==> config.mk <==
export PLATFORM = sky130hd
export DESIGN_NAME = twb_totaliser_bargraph
export DESIGN_NICKNAME = d
export VERILOG_FILES = /design/src/include/twb_pkg.sv /design/src/hw/twb_totaliser_bargraph.sv
export SDC_FILE = /design/constraint.sdc
export NUM_CORES = 2
export LEC_CHECK = 0
export BUFFER_PORTS_ARGS = -buffer_cell sky130_fd_sc_hd__buf_2
export CAP_MARGIN = 5
export CORE_AREA = 3 3 328 330
export CTS_CLUSTER_SIZE = 20
export DETAILED_ROUTE_END_ITERATION = 6
export DIE_AREA = 0 0 331 333
export PLACE_DENSITY_LB_ADDON = 0.3
export RECOVER_POWER = 25
export SKIP_LAST_GASP = 1
export SLEW_MARGIN = 10
export SYNTH_ARGS = -nofsm -noshare
export SYNTH_HDL_FRONTEND = slang
export SYNTH_SLANG_ARGS = --single-unit
==> constraint.sdc <==
create_clock -name i_sys_clk -period 85.5 [get_ports i_sys_clk]
set_input_delay 8.55 -clock i_sys_clk [delete_from_list [all_inputs] [get_ports i_sys_clk]]
set_output_delay 8.55 -clock i_sys_clk [all_outputs]
set_load 0.02 [all_outputs]
==> src/include/twb_pkg.sv <==
package twb_pkg;

	localparam int VAL_W = 18;
	localparam int GT_W  = 32;
	localparam int LVL_W = 5;
	localparam int SEGS  = 20;

	localparam logic signed [VAL_W-1:0] TWB_DISP_MAX = 18'h1869f;
	localparam logic signed [VAL_W-1:0] TWB_DISP_MIN = 18'h27961;
	localparam logic signed [VAL_W-1:0] TWB_ZERO     = 18'h00000;
	localparam logic signed [VAL_W-1:0] TWB_ONE      = 18'h00001;
	localparam logic signed [VAL_W-1:0] TWB_HIGH_DEF = 18'h003e8;
	localparam logic signed [VAL_W-1:0] TWB_LOW_DEF  = 18'h00000;
	localparam logic signed [VAL_W-1:0] TWB_PRE_DEF  = 18'h00000;
	localparam logic signed [VAL_W-1:0] TWB_AUTO_DEF = 18'h00000;
	localparam logic [LVL_W-1:0] TWB_FULL = 5'h14;
	localparam logic [LVL_W-1:0] TWB_HALF = 5'h0a;
	localparam logic [LVL_W-1:0] TWB_LVL0 = 5'h00;
	localparam logic [LVL_W-1:0] TWB_LVL1 = 5'h01;
	localparam logic [LVL_W-1:0] TWB_LVL2 = 5'h02;

	typedef enum logic [1:0] {
		TWB_OP_RATE  = 2'b00,
		TWB_OP_TOTAL = 2'b01,
		TWB_OP_BOTH  = 2'b10
	} twb_op_t;

	typedef enum logic [1:0] {
		TWB_WRAP_OFF    = 2'b00,
		TWB_WRAP_ZERO   = 2'b01,
		TWB_WRAP_PRESET = 2'b10,
		TWB_WRAP_ROLL   = 2'b11
	} twb_wrap_t;

	typedef enum logic [1:0] {
		TWB_STY_BAR  = 2'b00,
		TWB_STY_DOT  = 2'b01,
		TWB_STY_DDOT = 2'b10,
		TWB_STY_CBAR = 2'b11
	} twb_style_t;

	typedef enum logic {
		TWB_SRC_RATE  = 1'b0,
		TWB_SRC_TOTAL = 1'b1
	} twb_src_t;

	typedef struct packed {
		twb_op_t                 totaliser_mode;
		twb_wrap_t               wrap_operation_select;
		logic signed [VAL_W-1:0] preset_value;
		logic                    auto_reset_on;
		logic signed [VAL_W-1:0] auto_reset_value;
		logic                    reset_to_preset;
		twb_src_t                bar_source;
		twb_style_t              bar_style;
		logic signed [VAL_W-1:0] bargraph_low_limit;
		logic signed [VAL_W-1:0] bargraph_high_limit;
	} twb_cfg_t;

	localparam twb_cfg_t TWB_CFG_RESET = '{
		totaliser_mode:        TWB_OP_TOTAL,
		wrap_operation_select: TWB_WRAP_ZERO,
		preset_value:          TWB_PRE_DEF,
		auto_reset_on:         1'b0,
		auto_reset_value:      TWB_AUTO_DEF,
		reset_to_preset:       1'b0,
		bar_source:            TWB_SRC_TOTAL,
		bar_style:             TWB_STY_BAR,
		bargraph_low_limit:    TWB_LOW_DEF,
		bargraph_high_limit:   TWB_HIGH_DEF
	};

endpackage

==> src/hw/twb_totaliser_bargraph.sv <==
`timescale 1ns/100ps
module twb_totaliser_bargraph
	import twb_pkg::*;
(
	input  wire logic                    i_sys_clk,
	input  wire logic                    i_rst_n,
	input  wire logic                    i_cfg_wr,
	input  wire twb_cfg_t                i_cfg,
	input  wire logic                    i_gt_por_clear,
	input  wire logic signed [GT_W-1:0]  i_gt_stored,
	input  wire logic                    i_count_up,
	input  wire logic                    i_count_dn,
	input  wire logic                    i_reset_total,
	input  wire logic                    i_reset_grand,
	input  wire logic signed [VAL_W-1:0] i_rate_value,
	output twb_cfg_t                     o_cfg,
	output logic signed [VAL_W-1:0]      o_total,
	output logic signed [GT_W-1:0]       o_grand_total,
	output logic                         o_auto_reset,
	output logic [SEGS-1:0]              o_segments
);

	twb_cfg_t                cfg;
	logic                    init_pending;
	logic signed [VAL_W-1:0] total;
	logic signed [VAL_W-1:0] next_total;
	logic                    next_auto;
	logic signed [GT_W-1:0]  grand;
	logic                    tot_mode;
	logic                    up_only;
	logic                    dn_only;
	logic signed [VAL_W-1:0] reload_val;
	logic signed [VAL_W-1:0] reading;
	logic [LVL_W-1:0]        level;
	logic [LVL_W-1:0]        pos_lvl;
	logic [LVL_W-1:0]        neg_lvl;
	logic [LVL_W-1:0]        dot_idx;
	logic [LVL_W-1:0]        dd_idx;
	logic [SEGS-1:0]         next_segments;

	// clamped linear scale of num/den onto 0..full
	function automatic logic [LVL_W-1:0] twb_scale(
		input logic signed [VAL_W:0] num,
		input logic signed [VAL_W:0] den,
		input logic [LVL_W-1:0]      full
	);
		logic [23:0] prod;
		logic [23:0] quo;
		prod = 24'h000000;
		quo  = 24'h000000;
		if (num <= 0 || den <= 0) begin
			twb_scale = TWB_LVL0;
		end else if (num >= den) begin
			twb_scale = full;
		end else begin
			prod = {5'h00, num[VAL_W:0]} * {19'h00000, full};
			quo  = prod / {5'h00, den[VAL_W:0]};
			twb_scale = quo[LVL_W-1:0];
		end
	endfunction

	// configuration store
	always_ff @(posedge i_sys_clk or negedge i_rst_n) begin
		if (!i_rst_n) begin
			cfg <= TWB_CFG_RESET;
		end else if (i_cfg_wr) begin
			cfg <= i_cfg;
		end
	end

	// first cycle after release stands for power-up
	always_ff @(posedge i_sys_clk or negedge i_rst_n) begin
		if (!i_rst_n) begin
			init_pending <= 1'b1;
		end else begin
			init_pending <= 1'b0;
		end
	end

	assign tot_mode = (cfg.totaliser_mode == TWB_OP_TOTAL) ||
		(cfg.totaliser_mode == TWB_OP_BOTH);
	assign up_only = i_count_up && !i_count_dn;
	assign dn_only = i_count_dn && !i_count_up;
	assign reload_val = cfg.reset_to_preset ? cfg.preset_value
		: TWB_ZERO;

	always_comb begin
		next_total = total;
		next_auto  = 1'b0;
		if (init_pending || i_reset_total) begin
			next_total = reload_val;
		end else if (up_only) begin
			if (tot_mode && cfg.wrap_operation_select == TWB_WRAP_ROLL
				&& total >= TWB_DISP_MAX) begin
				next_total = TWB_ZERO;
			end else if (tot_mode && cfg.auto_reset_on
				&& (cfg.wrap_operation_select == TWB_WRAP_ZERO
				|| cfg.wrap_operation_select == TWB_WRAP_PRESET)
				&& total + TWB_ONE == cfg.auto_reset_value) begin
				next_auto = 1'b1;
				if (cfg.wrap_operation_select == TWB_WRAP_PRESET) begin
					next_total = cfg.preset_value;
				end else begin
					next_total = TWB_ZERO;
				end
			end else if (total < TWB_DISP_MAX) begin
				next_total = total + TWB_ONE;
			end
		end else if (dn_only) begin
			if (tot_mode && cfg.wrap_operation_select == TWB_WRAP_ROLL
				&& total <= TWB_ZERO) begin
				next_total = TWB_DISP_MAX;
			end else if (total > TWB_DISP_MIN) begin
				next_total = total - TWB_ONE;
			end
		end
	end

	always_ff @(posedge i_sys_clk or negedge i_rst_n) begin
		if (!i_rst_n) begin
			total        <= TWB_ZERO;
			o_auto_reset <= 1'b0;
		end else begin
			total        <= next_total;
			o_auto_reset <= next_auto;
		end
	end

	// grand total: cleared or restored at power-up
	always_ff @(posedge i_sys_clk or negedge i_rst_n) begin
		if (!i_rst_n) begin
			grand <= '0;
		end else if (init_pending) begin
			grand <= i_gt_por_clear ? '0 : i_gt_stored;
		end else if (i_reset_grand) begin
			grand <= '0;
		end else if (up_only) begin
			grand <= grand + 1;
		end else if (dn_only) begin
			grand <= grand - 1;
		end
	end

	// bargraph level
	assign reading = (cfg.bar_source == TWB_SRC_TOTAL) ? total
		: i_rate_value;

	always_comb begin
		level = twb_scale(
			(VAL_W+1)'(reading) - (VAL_W+1)'(cfg.bargraph_low_limit),
			(VAL_W+1)'(cfg.bargraph_high_limit)
				- (VAL_W+1)'(cfg.bargraph_low_limit),
			TWB_FULL);
		pos_lvl = twb_scale((VAL_W+1)'(reading),
			(VAL_W+1)'(cfg.bargraph_high_limit), TWB_HALF);
		neg_lvl = twb_scale(-(VAL_W+1)'(reading),
			-(VAL_W+1)'(cfg.bargraph_low_limit), TWB_HALF);
		dot_idx = (level == TWB_LVL0) ? TWB_LVL0 : level - TWB_LVL1;
		if (level <= TWB_LVL1) begin
			dd_idx = TWB_LVL0;
		end else if (level >= TWB_FULL) begin
			dd_idx = TWB_FULL - TWB_LVL2;
		end else begin
			dd_idx = level - TWB_LVL1;
		end
	end

	// per-segment decode
	genvar gi;
	generate
		for (gi = 0; gi < SEGS; gi++) begin : g_seg
			localparam logic [LVL_W-1:0] IDX = LVL_W'(gi);
			always_comb begin
				case (cfg.bar_style)
					TWB_STY_BAR: begin
						next_segments[gi] = IDX < level;
					end
					TWB_STY_DOT: begin
						next_segments[gi] = IDX == dot_idx;
					end
					TWB_STY_DDOT: begin
						next_segments[gi] = (IDX == dd_idx)
							|| (IDX == dd_idx + TWB_LVL1);
					end
					TWB_STY_CBAR: begin
						next_segments[gi] = (IDX >= TWB_HALF
							&& IDX < TWB_HALF + pos_lvl)
							|| (IDX < TWB_HALF
							&& IDX >= TWB_HALF - neg_lvl);
					end
					default: begin
						next_segments[gi] = 1'b0;
					end
				endcase
			end
		end
	endgenerate

	always_ff @(posedge i_sys_clk or negedge i_rst_n) begin
		if (!i_rst_n) begin
			o_segments <= '0;
		end else begin
			o_segments <= next_segments;
		end
	end

	always_ff @(posedge i_sys_clk or negedge i_rst_n) begin
		if (!i_rst_n) begin
			o_total       <= TWB_ZERO;
			o_grand_total <= '0;
			o_cfg         <= TWB_CFG_RESET;
		end else begin
			o_total       <= next_total;
			o_grand_total <= grand;
			o_cfg         <= cfg;
		end
	end

	// checks
	a_reset_load: assert property (@(posedge i_sys_clk)
		disable iff (!i_rst_n)
		(init_pending || i_reset_total) |=> total == $past(reload_val))
		else $error("total not reloaded after reset");

	a_auto_zero: assert property (@(posedge i_sys_clk)
		disable iff (!i_rst_n)
		(!init_pending && !i_reset_total && up_only && tot_mode
		&& cfg.auto_reset_on && cfg.wrap_operation_select == TWB_WRAP_ZERO
		&& total + TWB_ONE == cfg.auto_reset_value)
		|=> total == TWB_ZERO && o_auto_reset)
		else $error("auto reset to zero missed");

	a_auto_preset: assert property (@(posedge i_sys_clk)
		disable iff (!i_rst_n)
		(!init_pending && !i_reset_total && up_only && tot_mode
		&& cfg.auto_reset_on && cfg.wrap_operation_select == TWB_WRAP_PRESET
		&& total + TWB_ONE == cfg.auto_reset_value)
		|=> total == $past(cfg.preset_value))
		else $error("auto reset to preset missed");

	a_auto_off: assert property (@(posedge i_sys_clk)
		disable iff (!i_rst_n)
		(!cfg.auto_reset_on || !tot_mode) |=> !o_auto_reset)
		else $error("auto reset while disabled");

	a_roll_up: assert property (@(posedge i_sys_clk)
		disable iff (!i_rst_n)
		(!init_pending && !i_reset_total && up_only && tot_mode
		&& cfg.wrap_operation_select == TWB_WRAP_ROLL
		&& total == TWB_DISP_MAX) |=> total == TWB_ZERO)
		else $error("no rollover at display maximum");

	a_roll_down: assert property (@(posedge i_sys_clk)
		disable iff (!i_rst_n)
		(!init_pending && !i_reset_total && dn_only && tot_mode
		&& cfg.wrap_operation_select == TWB_WRAP_ROLL
		&& total == TWB_ZERO) |=> total == TWB_DISP_MAX)
		else $error("no rollover at zero");

	a_rate_nowrap: assert property (@(posedge i_sys_clk)
		disable iff (!i_rst_n)
		(!tot_mode && !init_pending && !i_reset_total && up_only
		&& total == TWB_DISP_MAX) |=> total == TWB_DISP_MAX)
		else $error("wrap acted outside total modes");

	a_gt_clear: assert property (@(posedge i_sys_clk)
		disable iff (!i_rst_n)
		(init_pending && i_gt_por_clear) |=> ##1 o_grand_total == '0)
		else $error("grand total not cleared at power-up");

	a_bar_full: assert property (@(posedge i_sys_clk)
		disable iff (!i_rst_n)
		(cfg.bar_style == TWB_STY_BAR && reading >= cfg.bargraph_high_limit
		&& cfg.bargraph_high_limit > cfg.bargraph_low_limit)
		|=> &o_segments)
		else $error("solid bar not full at high limit");

	a_dot_one: assert property (@(posedge i_sys_clk)
		disable iff (!i_rst_n)
		cfg.bar_style == TWB_STY_DOT |=> $onehot(o_segments))
		else $error("single dot not one segment");

	a_ddot_two: assert property (@(posedge i_sys_clk)
		disable iff (!i_rst_n)
		cfg.bar_style == TWB_STY_DDOT |=> $countones(o_segments) == 2)
		else $error("double dot not two segments");

	a_cbar_zero: assert property (@(posedge i_sys_clk)
		disable iff (!i_rst_n)
		(cfg.bar_style == TWB_STY_CBAR && reading == TWB_ZERO)
		|=> o_segments == '0)
		else $error("centre bar lit at zero");

	a_plain_up: assert property (@(posedge i_sys_clk)
		disable iff (!i_rst_n)
		(!init_pending && !i_reset_total && up_only && !tot_mode
		&& total < TWB_DISP_MAX)
		|=> total == $past(total) + TWB_ONE)
		else $error("plain up count lost");

	a_plain_down: assert property (@(posedge i_sys_clk)
		disable iff (!i_rst_n)
		(!init_pending && !i_reset_total && dn_only && !tot_mode
		&& total > TWB_DISP_MIN)
		|=> total == $past(total) - TWB_ONE)
		else $error("plain down count lost");

	a_auto_up_only: assert property (@(posedge i_sys_clk)
		disable iff (!i_rst_n)
		dn_only |=> !o_auto_reset)
		else $error("auto reset on a down count");

	a_gt_keep: assert property (@(posedge i_sys_clk)
		disable iff (!i_rst_n)
		(init_pending && !i_gt_por_clear)
		|=> ##1 o_grand_total == $past(i_gt_stored, 2))
		else $error("grand total not kept at power-up");

	a_bar_empty: assert property (@(posedge i_sys_clk)
		disable iff (!i_rst_n)
		(cfg.bar_style == TWB_STY_BAR
		&& reading <= cfg.bargraph_low_limit) |=> o_segments == '0)
		else $error("solid bar lit below low limit");

	a_dot_top: assert property (@(posedge i_sys_clk)
		disable iff (!i_rst_n)
		(cfg.bar_style == TWB_STY_DOT && reading >= cfg.bargraph_high_limit
		&& cfg.bargraph_high_limit > cfg.bargraph_low_limit)
		|=> o_segments[SEGS-1])
		else $error("single dot not at top at high limit");

	a_ddot_adj: assert property (@(posedge i_sys_clk)
		disable iff (!i_rst_n)
		cfg.bar_style == TWB_STY_DDOT
		|=> $countones(o_segments & (o_segments >> 1)) == 1)
		else $error("double dot segments not adjacent");

	a_cbar_top: assert property (@(posedge i_sys_clk)
		disable iff (!i_rst_n)
		(cfg.bar_style == TWB_STY_CBAR && reading >= cfg.bargraph_high_limit
		&& cfg.bargraph_high_limit > TWB_ZERO)
		|=> &o_segments[SEGS-1:SEGS/2])
		else $error("centre bar upper half not full");

	a_cbar_bottom: assert property (@(posedge i_sys_clk)
		disable iff (!i_rst_n)
		(cfg.bar_style == TWB_STY_CBAR && reading <= cfg.bargraph_low_limit
		&& cfg.bargraph_low_limit < TWB_ZERO)
		|=> &o_segments[SEGS/2-1:0])
		else $error("centre bar lower half not full");

	c_roll_up: cover property (@(posedge i_sys_clk) disable iff (!i_rst_n)
		up_only && tot_mode && total == TWB_DISP_MAX
		&& cfg.wrap_operation_select == TWB_WRAP_ROLL);
	c_auto_reset: cover property (@(posedge i_sys_clk) disable iff (!i_rst_n)
		o_auto_reset);
	c_cbar_neg: cover property (@(posedge i_sys_clk) disable iff (!i_rst_n)
		cfg.bar_style == TWB_STY_CBAR && reading < TWB_ZERO);
	c_preset_load: cover property (@(posedge i_sys_clk)
		disable iff (!i_rst_n)
		i_reset_total && cfg.reset_to_preset);
	c_dot_mid: cover property (@(posedge i_sys_clk)
		disable iff (!i_rst_n)
		cfg.bar_style == TWB_STY_DOT && level > TWB_LVL1);

endmodule // twb_totaliser_bargraph

# ---- Word level (Yosys, flattened, before mapping)
# Cells that the tools add are included.
# W data, S select, Z words.
dict set report totals {
  register_bits 266
  out_inout_bits 152
  elab_cells 260
}
dict set report classes {
  n_mux 49
  n_reduce_logical 45
  n_lt_le_gt_ge 55
  eq_ne 67
  n_div 3
  n_addsub 12
  n_mul 3
}
# op n
set op_table {}
lappend op_table {{$mux W18} 11}
lappend op_table {{$mux W32} 5}
lappend op_table {{$eq A4 B5 Y1 const A} 24}
lappend op_table {{$pmux W1 S4} 20}
lappend op_table {{$le A19 B1 Y1 const B} 4}
lappend op_table {{$lt A4 B5 Y1 const A} 14}
lappend op_table {{$mul A19 B3 Y22 const B} 3}
lappend op_table {{$eq A3 B5 Y1 const A} 12}
lappend op_table {{$eq A5 B5 Y1 const A} 12}
lappend op_table {{$le A18 B1 Y1 const B} 3}
lappend op_table {{$div A23 B19 Y24} 2}
lappend op_table {{$mux W5} 9}
lappend op_table {{$lt A5 B5 Y1 const A} 8}
lappend op_table {{$ge A19 B19 Y1} 2}
lappend op_table {{$neg A18 Y19} 2}
lappend op_table {{$sub A18 B18 Y19} 2}
lappend op_table {{$add A32 B2 Y32 const B} 1}
lappend op_table {{$sub A32 B2 Y32 const B} 1}
lappend op_table {{$eq A2 B5 Y1 const A} 6}
lappend op_table {{$logic_or A1 B1 Y1} 26}
lappend op_table {{$div A24 B19 Y24} 1}
lappend op_table {{$ge A3 B5 Y1 const A} 4}
lappend op_table {{$logic_not A5 Y1} 4}
lappend op_table {{$lt A3 B5 Y1 const A} 4}
lappend op_table {{other kinds (29)} 54}

# ---- Logic depth before layout (Yosys ltp)
dict set report depth {
  depth_word 13
  ltp_mapped 479
}

# ---- Worst setup path before layout
# OpenSTA, ideal clock, no wires.
dict set report synth_path {
  path_type {in2reg}
  start {in i_rate_value[0]}
  end {reg o_segments[12]}
  path_stages 467
  path_buffers 24
  path_slack_ps -64
  setup_time_ps 77
  t_arrival_ps 85487
  path_cell_list {mux2i_1 ha_1 inv_1 fa_1 a21o_1 a21oi_1 o21bai_1 a21oi_1 nor2b_1 o21a_1 o21ai_0 nand2b_1 a21oi_1 o21bai_1 a21oi_1 o21bai_1 a21oi_1 o21bai_1 [431 not listed] o2111ai_1 nor3_1 and2_1 nor2_1 clkinv_1 ha_1 nand2_1 xnor2_1 and3_1 inv_1 ha_1 clkbuf_1 nand2_1 nor3_1 a21oi_1 o21ai_0 nor3b_1 a21oi_1}
}
dict set report synth_between {
  elab_chain_len 13
  elab_cells_between_ends 32
  classes_between {add/sub: 4; mul: 2; div: 2; order compare: 8; eq/ne: 3; mux: 9; reduce/logical: 4}
}
# item line
set synth_rtl {}
lappend synth_rtl {{start: declaration} twb_totaliser_bargraph.sv:15} ;# input wire logic signed [VAL_W-1:0] i_rate_value,
lappend synth_rtl {{$mux W18 (*)} twb_totaliser_bargraph.sv:145} ;# assign reading = (cfg.bar_source == TWB_SRC_TOTAL) ? total
lappend synth_rtl {{$sub A18 B18 Y19} twb_totaliser_bargraph.sv:150} ;# (VAL_W+1)'(reading) - (VAL_W+1)'(cfg.bargraph_low_limit),
lappend synth_rtl {{$mul A19 B3 Y22} twb_totaliser_bargraph.sv:56} ;# prod = {5'h00, num[VAL_W:0]} * {19'h00000, full};
lappend synth_rtl {{$div A24 B19 Y24} twb_totaliser_bargraph.sv:57} ;# quo = prod / {5'h00, den[VAL_W:0]};
lappend synth_rtl {{$mux W5} twb_totaliser_bargraph.sv:53} ;# end else if (num >= den) begin
lappend synth_rtl {{$mux W5} twb_totaliser_bargraph.sv:51} ;# if (num <= 0 || den <= 0) begin
lappend synth_rtl {{$sub A5 B1 Y5 / $ge A5 B5 Y1 (equally long branches)} {twb_totaliser_bargraph.sv:158, twb_totaliser_bargraph.sv:164, twb_totaliser_bargraph.sv:161}}
lappend synth_rtl {{$mux W5} twb_totaliser_bargraph.sv:161} ;# end else if (level >= TWB_FULL) begin
lappend synth_rtl {{$mux W5} twb_totaliser_bargraph.sv:159} ;# if (level <= TWB_LVL1) begin
lappend synth_rtl {{$add A5 B1 Y5} twb_totaliser_bargraph.sv:183} ;# || (IDX == dd_idx + TWB_LVL1);
lappend synth_rtl {{$eq A4 B5 Y1} twb_totaliser_bargraph.sv:183}
lappend synth_rtl {{$logic_or A1 B1 Y1} twb_totaliser_bargraph.sv:183}
lappend synth_rtl {{$pmux W1 S4 (*)} twb_totaliser_bargraph.sv:174} ;# case (cfg.bar_style)
lappend synth_rtl {{net next_segments[12]} twb_totaliser_bargraph.sv:39} ;# logic [SEGS-1:0] next_segments;
lappend synth_rtl {{end signal: assignment} twb_totaliser_bargraph.sv:203} ;# o_segments <= next_segments;
lappend synth_rtl {{end: declaration} twb_totaliser_bargraph.sv:20} ;# output logic [SEGS-1:0] o_segments
# Mark *: on every way through the listed nets, which the timed path passes. The rest lies on a longest branch.
# A chain may end at the register's enable or synchronous reset.

# ---- Final worst setup path
dict set report layout_path {
  start {in i_rate_value[1]}
  end {reg o_segments[4]}
}
dict set report layout_between {
  elab_chain_len 13
  elab_cells_between_ends 33
  classes_between {add/sub: 5; mul: 2; div: 2; order compare: 8; eq/ne: 3; mux: 9; reduce/logical: 4}
}
# item line
set layout_rtl {}
lappend layout_rtl {{$mux W18 (*)} twb_totaliser_bargraph.sv:145}
lappend layout_rtl {{$sub A18 B18 Y19} twb_totaliser_bargraph.sv:150}
lappend layout_rtl {{$mul A19 B3 Y22} twb_totaliser_bargraph.sv:56}
lappend layout_rtl {{$div A24 B19 Y24} twb_totaliser_bargraph.sv:57}
lappend layout_rtl {{$mux W5} twb_totaliser_bargraph.sv:53}
lappend layout_rtl {{$mux W5} twb_totaliser_bargraph.sv:51}
lappend layout_rtl {{$sub A5 B1 Y5 / $ge A5 B5 Y1 (equally long branches)} {twb_totaliser_bargraph.sv:158, twb_totaliser_bargraph.sv:164, twb_totaliser_bargraph.sv:161}}
lappend layout_rtl {{$mux W5} twb_totaliser_bargraph.sv:161}
lappend layout_rtl {{$mux W5} twb_totaliser_bargraph.sv:159}
lappend layout_rtl {{$add A5 B1 Y5} twb_totaliser_bargraph.sv:183}
lappend layout_rtl {{$eq A3 B5 Y1} twb_totaliser_bargraph.sv:183}
lappend layout_rtl {{$logic_or A1 B1 Y1} twb_totaliser_bargraph.sv:183}
lappend layout_rtl {{$pmux W1 S4 (*)} twb_totaliser_bargraph.sv:174}
lappend layout_rtl {{net next_segments[4]} twb_totaliser_bargraph.sv:39}
# Marked as above.

==> results.md <==
* Cell Rows at about 120
* Drt wl/cell at about 21 um
* Vias in the first global route at between 60000 and 70000
* Worst-margin pin slew at approximately 7.5 ns
* Inst Count DP at just over 10000
* Crit start category: primary input
* Boundary Pins at slightly below 300
* Part of the cycle the worst path needs at a little over nine tenths
* Design Area, Final at between 0.07 and 0.08 mm^2
* Worst-Skew Late Latency at 0.61 ns
* Hold Vio Cnt, Final at 0
* Mapped Nets at approximately 9700
* Core ar. at ~0.11 mm^2
* WHS Endpoint: o_cfg[79]
* Syn. warnings at 0
* Unique masters post-synth at ~130
* Cells after Synth at ~8400
* Pre-CTS setup slack at -0.4499 ns
* Die Wd at 331 um
* Final Routed Wirelength at about 210 mm
* Setup violations, final at 0
* Crit path required time at around 86 ns
* Via/cell ratio at roughly 6.6
* Initial DRT Pass Iterations at 7
* Num CTS Buffers at 27
* Nets@finish at 10060
* F_max at ~12 MHz
* Worst Hold Launch: cfg[79]
* Most used DFF post-synth: dfrtp_1
* Mapped cell area at approximately 0.063 mm^2
* Post-CTS Hold Buffers at 0
* DR DRC count at 2
* Dpl hpwl at about 160 mm
* Crit path top cell by count: o21a_1
* Final ANT Viol Nets at 0
* GRT Overall Usage at 35.79%
* Sequential element share of the synthesized area at 10.64%
* Slowest-stage cell, CP: nor4_1
* Worst-path clk slew at ~0.07 ns
* Initial antenna violation count at 21
* Period minus WS final at 81.44 ns
* DR iter-0 viols at between 5000 and 6000
* Number of port buffers at just under 300
* Initial cell density of the core at between 50% and 60%
* R2R depth at between 400 and 500
* Register bit total from synthesis at 266
* Synth Area in XOR/XNOR at 7.476%
* R2r startpoint: cfg[0]
* Syn_area_per_cell at 7.469 um^2
* WP data arrival at just over 80 ns
* Die area at ~0.11 mm^2
* Main combinational cell family by area after synthesis: compound AO/OA/AOI/OAI gates
* CP max FO at 16
* Multiplexer area fraction after synthesis at approximately 5.4%
* Internal reg-to-reg setup slack at approximately 10 ns
* H-tree levels at 1
* Hold Path Stages at 0
* Root Driver: clkbuf_16
* Slew headroom at -400.6%
* CTS tree: done
* Ys async rst share at 100.0%
* Final Non-Filler Cells at between 10000 and 15000
* WS Path Type: in2reg
* Layout area overhead at 11.59%
* First-pass GRT wire length at about 330 mm
* Grt ovf at 0
* Die height at ~330 um
* Endpoint of the worst-slack reg-to-reg timing path: o_segments[4]
* DP Area at ~0.067 mm^2
* CP Capture Type: flip-flop
* Outcome: finished, violations left
* Simple-Gate Fraction of Synth Area at 21.97%
* Max-Cap Viols at 1
* Num Clock Sinks at between 200 and 300
* Count of pins over their slew limit at 140
* Vias at between 60000 and 70000
* Post-Synth Adder-Cell Area at about 22%
* Hold crit path type: reg2reg
* Number of enable flip-flop cells after synthesis at 0
* RePlAce Congestion at between 1 and 1.5
* CTS max path bufs at 3
* Crit path largest cell delay at around 0.85 ns
* Final Skew at roughly 0.016 ns
* Failing checks: design-rule violations, max-capacitance violations, max-slew violations
* Share of layout cells above drive strength 1 at 14.89%
* Synth Area in Compound Gates at 28.55%
* Total Neg Setup Slack at 0 ns
* Largest net degree at the start of global routing at between 100 and 150
* Final worst slack at 4.063 ns
## metal layers
metal  global-route usage (%)  vias to the layer above  wire length (um)
li1                         -                    32130                 -
met1                    46.31                    31480             86290
met2                    58.19                     2969             94600
met3                    6.139                      704             18980
met4                    15.92                        4             10790
met5                        0                        -                25
## state kept, by name (all words and copies together) (netlist names)
name and flops:
o_grand_total 32, init_pending 1, o_auto_reset 1, cfg 81, o_cfg 81, o_segments 20
o_total 18, grand 32
## cell families after synthesis
kind of cell,Yosys count
simple gates,2856
compound gates,2711
fa+ha+maj,1110
buf+inv,623
xor+xnor,534
mux,302
flops,266
other cells,1
## worst max path at each step
stage | startpoint | endpoint | slack (ns)
final | i_rate_value[1] | o_segments[4] | 4.06
after global routing | i_rate_value[1] | o_segments[1] | -0.83
after CTS | i_rate_value[0] | o_segments[18] | 0.07
after detailed placement | i_rate_value[1] | o_segments[1] | -0.45
after global placement | i_rate_value[1] | o_segments[1] | 1.14
after floorplan | i_rate_value[0] | o_segments[12] | 0.16
## cell usage after synthesis, drive strengths merged (247+ instances only)
cell / instances / area (um^2)
dfrtp: 247 / 6181
o21ai: 567 / 2849
a21o: 251 / 1884
o31ai: 266 / 2036
xnor2: 370 / 3256
nor3: 480 / 2414
nand2: 782 / 2943
ha: 1102 / 13790
a21oi: 647 / 3261
nor2: 682 / 2562
mux2: 259 / 2920
inv: 387 / 1453
o21a: 465 / 3491
## worst max-delay path: cells and delay by family
| kind | cells | cell delay, ns |
|---|---|---|
| buf+inv | 45 | 3.91 |
| simple gates | 99 | 12.24 |
| compound gates | 269 | 46.82 |
| mux | 7 | 2.05 |
| fa+ha+maj | 29 | 7.97 |
| xor+xnor | 2 | 0.40 |
## cell usage in the layout (no fill, tap or decap), drive strengths merged, types with 90 or more instances in the layout
| master | n |
|---|---|
| o21ai | 568 |
| a21o | 252 |
| mux2 | 259 |
| nand4 | 107 |
| nand3 | 141 |
| nor2b | 108 |
| a21oi | 647 |
| ha | 1102 |
| xor2 | 164 |
| o21a | 465 |
| dfrtp | 247 |
| inv | 391 |
| and2 | 90 |
| nand2b | 139 |
| nor3 | 480 |
| xnor2 | 370 |
| nor2 | 682 |
| o31ai | 266 |
| nand2 | 782 |
| buf | 592 |
## metrics by stage
stage	hold WS (ns)	utilization (%)
floorplan	0.3519	-
global placement	0.3677	63.56
detailed placement	0.3710	63.56
CTS	0.3811	64.46
global route	0.4108	66.61
finish	0.3920	66.62
## cell type report
cell class              instances  area (um^2)
multi-input cells            7517        55040
repair buffers                606         4098
clock inverters                17        211.5
inverters                     392         1485
well taps                    1391         1740
clock buffers                  33        728.2
fillers                      9044        35080
flip-flops and latches        266         6680
diodes                         19        47.55
## what timing repair did
action,in CTS,in global routing
gates cloned,0,11
setup endpoints to repair,10,20
pin swaps,0,88
setup buffers,0,101
gates resized for setup,2,364
Power is left out: the tool's default activity adds up to more than one toggle a clock period on the data nets, which glitch-free logic cannot reach.
